### src/sram_host_pkg.sv
// package: pin groups, timing figures and cycle counts for the async sram host
package sram_host_pkg;

    localparam int ADDR_W = 15;
    localparam int DATA_W = 8;
    localparam int CLK_PERIOD_PS = 5000;

    // speed grade 25 ns, figures in picoseconds
    localparam int T_RC_PS  = 25000;
    localparam int T_WC_PS  = 25000;
    localparam int T_AA_PS  = 25000;
    localparam int T_PWE_PS = 15000;
    localparam int T_SCS_PS = 15000;
    localparam int T_AW_PS  = 15000;
    localparam int T_SD_PS  = 12000;
    localparam int T_HZ_PS  = 12000;

    // least times round up, never below one cycle
    localparam int RC_CYC  = (T_RC_PS + CLK_PERIOD_PS - 1) / CLK_PERIOD_PS;
    localparam int WC_CYC  = (T_WC_PS + CLK_PERIOD_PS - 1) / CLK_PERIOD_PS;
    localparam int AA_CYC  = (T_AA_PS + CLK_PERIOD_PS - 1) / CLK_PERIOD_PS;
    localparam int PWE_CYC = (T_PWE_PS + CLK_PERIOD_PS - 1) / CLK_PERIOD_PS;
    localparam int SCS_CYC = (T_SCS_PS + CLK_PERIOD_PS - 1) / CLK_PERIOD_PS;
    localparam int HZ_CYC  = (T_HZ_PS + CLK_PERIOD_PS - 1) / CLK_PERIOD_PS;
    localparam int SD_CYC  = (T_SD_PS + CLK_PERIOD_PS - 1) / CLK_PERIOD_PS;

    localparam int CNT_W = 8;

    typedef struct packed {
        logic              write;
        logic [ADDR_W-1:0] addr;
        logic [DATA_W-1:0] wdata;
    } req_s;

    typedef struct packed {
        logic              chip_sel_n;
        logic              out_en_n;
        logic              write_n;
        logic [ADDR_W-1:0] address_bus;
        logic [DATA_W-1:0] data_out;
        logic              data_oe;
    } pins_s;

    typedef enum logic [2:0] {
        ST_IDLE,
        ST_READ,
        ST_WRITE,
        ST_RECOVER,
        ST_RETAIN,
        ST_WAKE
    } state_e;

endpackage

### src/sram_host.sv
// host controller driving an asynchronous 32k x 8 static ram
`timescale 1ns/1ps
`default_nettype none
// Summary of operation
// - write strobe stays high for the whole read cycle
// - address becomes valid at the same edge that chip select falls on a read
// - write starts with all controls active; first rising strobe ends it
// - write data stable at least 12 ns before the terminating edge
// - write data may change at the terminating edge
// - address stable at least 15 ns before the terminating edge
// - address may change at the terminating edge
// - chip select already high before entering data retention
module sram_host
    import sram_host_pkg::*;
#(
    parameter int RC_CNT  = RC_CYC,
    parameter int WC_CNT  = WC_CYC,
    parameter int PWE_CNT = PWE_CYC
) (
    // clock and reset
    input  wire logic              clk,
    input  wire logic              reset,
    // user request side
    input  wire logic              req_valid,
    input  wire req_s              req,
    output logic                   req_ready,
    output logic [DATA_W-1:0]      rd_data,
    output logic                   rd_valid,
    // data retention control
    input  wire logic              retain_req,
    output logic                   retain_ok,
    // memory pins
    output pins_s                  pins,
    input  wire logic [DATA_W-1:0] data_in
);

    ////////////////////////////////////////////////////////////////////////
    // sequencer: state and the cycle counter that times every phase except idle and retention
    state_e             state_ff, nxt_state;
    logic [CNT_W-1:0]   cnt_ff, nxt_cnt;
    // every memory pin leaves a flip-flop, so no decode glitch
    // can open a stray write overlap at the device
    pins_s              pins_ff, nxt_pins;
    // read capture
    logic [DATA_W-1:0]  rd_data_ff, nxt_rd_data;
    logic               rd_valid_ff, nxt_rd_valid;
    // events decoded from the present state and count
    logic               idle;
    logic               rd_last;
    logic               wr_last;
    logic               rec_last;
    logic               wake_last;

    assign pins      = pins_ff;
    assign rd_data   = rd_data_ff;
    assign rd_valid  = rd_valid_ff;
    assign idle      = (state_ff == ST_IDLE);
    // retention wins over a waiting request, so ready drops with retain_req
    assign req_ready = idle && !retain_req;
    assign retain_ok = (state_ff == ST_RETAIN);
    // sample only after a full read cycle time
    assign rd_last   = (state_ff == ST_READ) && (cnt_ff == CNT_W'(RC_CNT - 1));
    // data and address held from start; data well past setup, address just meets it
    assign wr_last   = (state_ff == ST_WRITE) && (cnt_ff == CNT_W'(PWE_CNT - 1));
    assign rec_last  = (state_ff == ST_RECOVER) && (cnt_ff >= CNT_W'(WC_CNT - 1));
    // one read cycle time before the first access
    assign wake_last = (state_ff == ST_WAKE) && (cnt_ff == CNT_W'(RC_CNT - 1));

    ////////////////////////////////////////////////////////////////////////
    always_comb begin
        nxt_state = state_ff;
        nxt_cnt   = cnt_ff;
        case (state_ff)
            ST_IDLE: begin
                if (retain_req) begin
                    nxt_state = ST_RETAIN;
                end else if (req_valid) begin
                    nxt_cnt = '0;
                    if (req.write) begin
                        nxt_state = ST_WRITE;
                    end else begin
                        nxt_state = ST_READ;
                    end
                end
            end
            ST_READ: begin
                nxt_cnt = cnt_ff + 1'b1;
                if (rd_last) begin
                    nxt_cnt   = '0;
                    nxt_state = ST_RECOVER;
                end
            end
            ST_WRITE: begin
                nxt_cnt = cnt_ff + 1'b1;
                if (wr_last) begin
                    // recovery resumes the count where the strobe ended, so a
                    // write cycle is padded only to the write cycle time
                    nxt_cnt   = CNT_W'(PWE_CNT);
                    nxt_state = ST_RECOVER;
                end
            end
            ST_RECOVER: begin
                // pads a write out to the write cycle time and follows a read with a full
                // write cycle time, which also covers the output float time after a read
                nxt_cnt = cnt_ff + 1'b1;
                if (rec_last) begin
                    nxt_state = ST_IDLE;
                end
            end
            ST_RETAIN: begin
                if (!retain_req) begin
                    nxt_cnt   = '0;
                    nxt_state = ST_WAKE;
                end
            end
            ST_WAKE: begin
                nxt_cnt = cnt_ff + 1'b1;
                if (wake_last) begin
                    nxt_state = ST_IDLE;
                end
            end
            default: begin
                nxt_state = ST_IDLE;
            end
        endcase
    end

    always_ff @(posedge clk) begin
        if (reset) begin
            state_ff <= ST_IDLE;
            cnt_ff   <= '0;
        end else begin
            state_ff <= nxt_state;
            cnt_ff   <= nxt_cnt;
        end
    end

    ////////////////////////////////////////////////////////////////////////
    always_comb begin
        nxt_pins = pins_ff;
        case (state_ff)
            ST_IDLE: begin
                if (retain_req) begin
                    nxt_pins.chip_sel_n = 1'b1;
                    nxt_pins.out_en_n   = 1'b1;
                    nxt_pins.write_n    = 1'b1;
                    nxt_pins.data_oe    = 1'b0;
                end else if (req_valid) begin
                    // address with the select edge, never after
                    nxt_pins.address_bus = req.addr;
                    nxt_pins.chip_sel_n  = 1'b0;
                    if (req.write) begin
                        // all controls active together to start the write
                        nxt_pins.write_n  = 1'b0;
                        nxt_pins.out_en_n = 1'b1;
                        nxt_pins.data_out = req.wdata;
                        nxt_pins.data_oe  = 1'b1;
                    end else begin
                        nxt_pins.write_n  = 1'b1;
                        nxt_pins.out_en_n = 1'b0;
                        nxt_pins.data_oe  = 1'b0;
                    end
                end
            end
            ST_READ: begin
                if (rd_last) begin
                    nxt_pins.chip_sel_n = 1'b1;
                    nxt_pins.out_en_n   = 1'b1;
                end
            end
            ST_WRITE: begin
                if (wr_last) begin
                    // strobe and select rise together and end the write
                    nxt_pins.write_n    = 1'b1;
                    nxt_pins.chip_sel_n = 1'b1;
                    // zero hold: bus released at the end edge
                    nxt_pins.data_oe    = 1'b0;
                end
            end
            default: begin
                nxt_pins = pins_ff;
            end
        endcase
    end

    always_ff @(posedge clk) begin
        if (reset) begin
            // strobes idle high and the host floats the bus out of reset
            pins_ff.chip_sel_n  <= 1'b1;
            pins_ff.out_en_n    <= 1'b1;
            pins_ff.write_n     <= 1'b1;
            pins_ff.address_bus <= '0;
            pins_ff.data_out    <= '0;
            pins_ff.data_oe     <= 1'b0;
        end else begin
            pins_ff <= nxt_pins;
        end
    end

    ////////////////////////////////////////////////////////////////////////
    always_comb begin
        nxt_rd_data  = rd_data_ff;
        nxt_rd_valid = 1'b0;
        // the byte is taken at the edge that ends the selection
        if (rd_last) begin
            nxt_rd_data  = data_in;
            nxt_rd_valid = 1'b1;
        end
    end

    always_ff @(posedge clk) begin
        if (reset) begin
            rd_data_ff  <= '0;
            rd_valid_ff <= 1'b0;
        end else begin
            rd_data_ff  <= nxt_rd_data;
            rd_valid_ff <= nxt_rd_valid;
        end
    end

endmodule
`default_nettype wire

### config.mk
export PLATFORM = sky130hd
export DESIGN_NAME = sram_host
export DESIGN_NICKNAME = d
export VERILOG_FILES = /design/src/sram_host_pkg.sv /design/src/sram_host.sv
export SDC_FILE = /design/constraint.sdc
export NUM_CORES = 1
export LEC_CHECK = 0
export ABC_CLOCK_PERIOD_IN_PS = 1700
export BUFFER_PORTS_ARGS = -buffer_cell sky130_fd_sc_hd__clkbuf_2
export CELL_PAD_IN_SITES_DETAIL_PLACEMENT = 0
export CELL_PAD_IN_SITES_GLOBAL_PLACEMENT = 1
export CORE_MARGIN = 3
export CORE_UTILIZATION = 32
export DETAILED_ROUTE_END_ITERATION = 10
export GPL_TIMING_DRIVEN = 0
export PLACE_DENSITY = 0.72
export SETUP_SLACK_MARGIN = 0.1
export SKIP_CTS_REPAIR_TIMING = 1
export SYNTH_ARGS = -nofsm -noshare
export SYNTH_HDL_FRONTEND = slang
export SYNTH_SLANG_ARGS = --single-unit
### constraint.sdc
create_clock -name clk -period 1.7 [get_ports clk]
set_clock_uncertainty 0.2 [all_clocks]
set_input_delay 0.255 -clock clk [delete_from_list [all_inputs] [get_ports clk]]
set_output_delay 0.255 -clock clk [all_outputs]
set_load 0.05 [all_outputs]
==> flow_metrics.py <==
metrics = {
    "setup_path": {
        "slowest_stage": "or4_4",
        "timing.rr.start": "cnt_ff[1]",
        "end_kind": "flip-flop",
        "rr_worst_depth": 6,
        "arrival_ps": 1880,
        "cp-startpoint": "cnt_ff[1]",
        "cp_data_required_time_ps": 1740,
        "cpPeakStageDelay_ps": 490,
        "worstPathCellList": "inv_4, ha_4, and4bb_2, a21oi_2, or4_4, a32oi_1",
        "r2r-end": "pins[26]",
        "crit_type": "flip-flop to flip-flop",
        "r2r_slack_ps": -140,
        "worst-path-buf-inv": 1,
        "worst-path-max-fanout": 7,
        "cp-start-kind": "flip-flop",
        "critPathTopFamily": "simple AND/OR/NAND/NOR gates",
    },
    "die": {
        "die_y_um": 88.3,
        "die_w_um": 88.3,
        "initial_core_util": 0.336,
        "die-area_um2": 7800,
        "core_um2": 6460,
        "row_count": 29,
        "io_pins": 74,
    },
    "worst_hold_path": {
        "holdPathStages": 3,
        "holdPathEnd": "pins[2]",
        "hold_class": "input port to flip-flop",
        "min-delay-start": "req[1]",
    },
    "place": {
        "port_buffers": 72,
        "dp_hpwl_mm": 4.41,
        "gp_congestion": 0.813,
        "post-place-cells": 419,
    },
    "global_route": {
        "grt_max_degree": 15,
        "grt.overflow.total": 0,
        "grt_antenna_before_repair": 0,
        "grt_pass1_wl_mm": 9.44,
        "track_usage": 0.154,
        "grt_pass1_vias": 1946,
    },
    "detailed_routing": {
        "remaining_drc_errors": 0,
        "totalWireLength_mm": 6.95,
        "drt.antenna.violating_nets": 0,
        "routed-via-count": 2369,
        "first_pass_iters": 4,
        "drt_iter0_markers": 120,
        "vias_per_cell": 5.14,
        "wl_per_cell_um": 15.1,
    },
    "sta": {
        "period_needed_ps": 1840,
        "whs_ps": -24.2,
        "worst_pin_slew_ps": 665,
        "fin_crit_sh": 1.08,
        "setup_viol": 21,
        "drv_slew": 0,
        "final-hold-violation-count": 9,
        "fmax_mhz": 542,
        "worst_slack_ps": -144,
        "slew_headroom": 0.557,
        "rsz0062_at_grt": "true",
    },
    "power": {
        "power_density_nw_per_um2": 1230,
        "ir_drop_mv": 0.472,
        "p_leak_uw": 0.00144,
    },
    "run_status": {
        "violations": "negative hold slack, negative setup slack",
        "outcome": "complete, but fails checks",
    },
    "clocking": {
        "clock_sinks": 47,
        "cts_buffers": 5,
        "insertion_delay_ps": 310,
        "cts_root_buf": "clkbuf_8",
        "cts_buffer_depth": 2,
        "htreeDepth": 2,
        "clk_pin_slew_ps": 90,
        "cts_tree": "done",
    },
    "synthesis": {
        "synth.most_common_cell": "nand2_1",
        "yosys.area.top_type": "dfxtp_1",
        "syn_area_um2": 2170,
        "synth_edf_count": 0,
        "synthCells": 270,
        "synthArstFlopShare": 0,
        "netlist.area_leader.share": 0.434,
        "yosys_warnings": 0,
        "post_synth_num_cell_types": 44,
        "syn_nets": 309,
        "synth_area_per_cell_um2": 8.04,
        "synthTopCellsByArea": "dfxtp_1 (43%), a21oi_1 (11%), nand2_1 (9.0%)",
        "synth-seq-cells": 47,
        "ys_seq_area_frac": 0.434,
        "synthTopCellsByCount": "nand2_1 (52), dfxtp_1 (47), a21oi_1 (46)",
        "ys_dominant_reg_cell": "dfxtp_1",
    },
    "finish": {
        "area.growth.synth_to_final_pct": 63.7,
        "fin_nets": 423,
        "final.fill_count": 607,
        "drive_gt1_frac": 0.482,
        "diodes": 0,
        "fin_cells": 461,
    },
    "flow_run": {
        "maxCapViolations": 0,
    },
}
[cell type report]
class | count | area [µm²] | area share
buffer | 20 | 180 | 0.0507
clock buffer | 6 | 93.8 | 0.0264
clock inverter | 1 | 7.51 | 0.00211
inverter | 8 | 35.0 | 0.00986
multi-input combinational | 194 | 1460 | 0.411
sequential | 47 | 956 | 0.269
tap | 77 | 96.3 | 0.0271
timing repair buffer | 108 | 723 | 0.204
[cells by family (layout without fill, tap and decap cells)]
group / Yosys count / after routing / share of synthesized area
flops: 47 / 47 / 0.434
buf+inv: 29 / 143 / 0.0640
compound gates: 77 / 77 / 0.220
fa+ha+maj: 3 / 3 / 0.0173
simple gates: 108 / 108 / 0.240
xor+xnor: 5 / 5 / 0.0202
mux: 1 / 1 / 0.00461
[registers in the layout, indices dropped and copies added, names as in the netlist]
signal and count:
cnt_ff 8, pins 27, rd_data 8, rd_valid 1
state_ff 3
[layer usage]
layer	global-route usage	vias to the layer above	wire length, µm
met2	0.227	72	3360
met1	0.220	1110	3110
met3	0.0400	9	393
met4	0.0453	0	91
li1	-	1178	-
met5	0	-	0
[worst min-delay path: stages]
cell and delay [ps]:
clkbuf_2 80, nand3_1 50, a21oi_1 50
[power by group]
part           internal, µW  switching, µW
Combinational           957           1350
Clock                   371            399
Sequential             1220           85.4
Total                  2550           1830
[stage by stage]
stage	setup WS (ps)	TNS, ps	total power [µW]	utilization	area [µm²]
floorplan	-76.7	-118	2530	-	2230
global placement	-232	-4040	2910	0.416	2690
detailed placement	-213	-3710	2900	0.416	2690
CTS	-358	-5260	3660	0.432	2790
global route	-190	-2600	4610	0.550	3550
finish	-144	-994	4380	0.550	3550
[worst max-delay path by stage]
stage                     end  slack [ps]  cells after the start
floorplan            pins[26]         -80                      6
global placement     pins[26]        -230                      4
detailed placement   pins[26]        -210                      4
CTS                 retain_ok        -360                      4
global route         pins[26]        -190                      6
finish               pins[26]        -140                      6
[cells in the final DEF, fill, tap and decap left out, types with 3 or more instances in the layout]
cell type	netlist	layout
nor3_1	5	3
xnor2_1	4	4
buf_4	0	17
nand4_1	3	3
dlygate4sd3_1	0	19
clkbuf_1	11	6
nor3_4	0	3
nand3_4	0	3
nand3_2	0	3
nand2_2	0	4
nor2_1	8	8
or4_4	1	3
clkbuf_8	0	5
a21oi_1	46	26
dfxtp_1	47	41
buf_6	3	6
inv_1	8	6
clkbuf_2	0	71
nand2_1	52	36
clkbuf_16	0	3
o21ai_0	6	4
a21oi_2	0	20
nand2_4	0	12
dfxtp_2	0	3
o211ai_1	3	3
dfxtp_4	0	3
nand3_1	23	17
(Power assumes the default switching activity.)
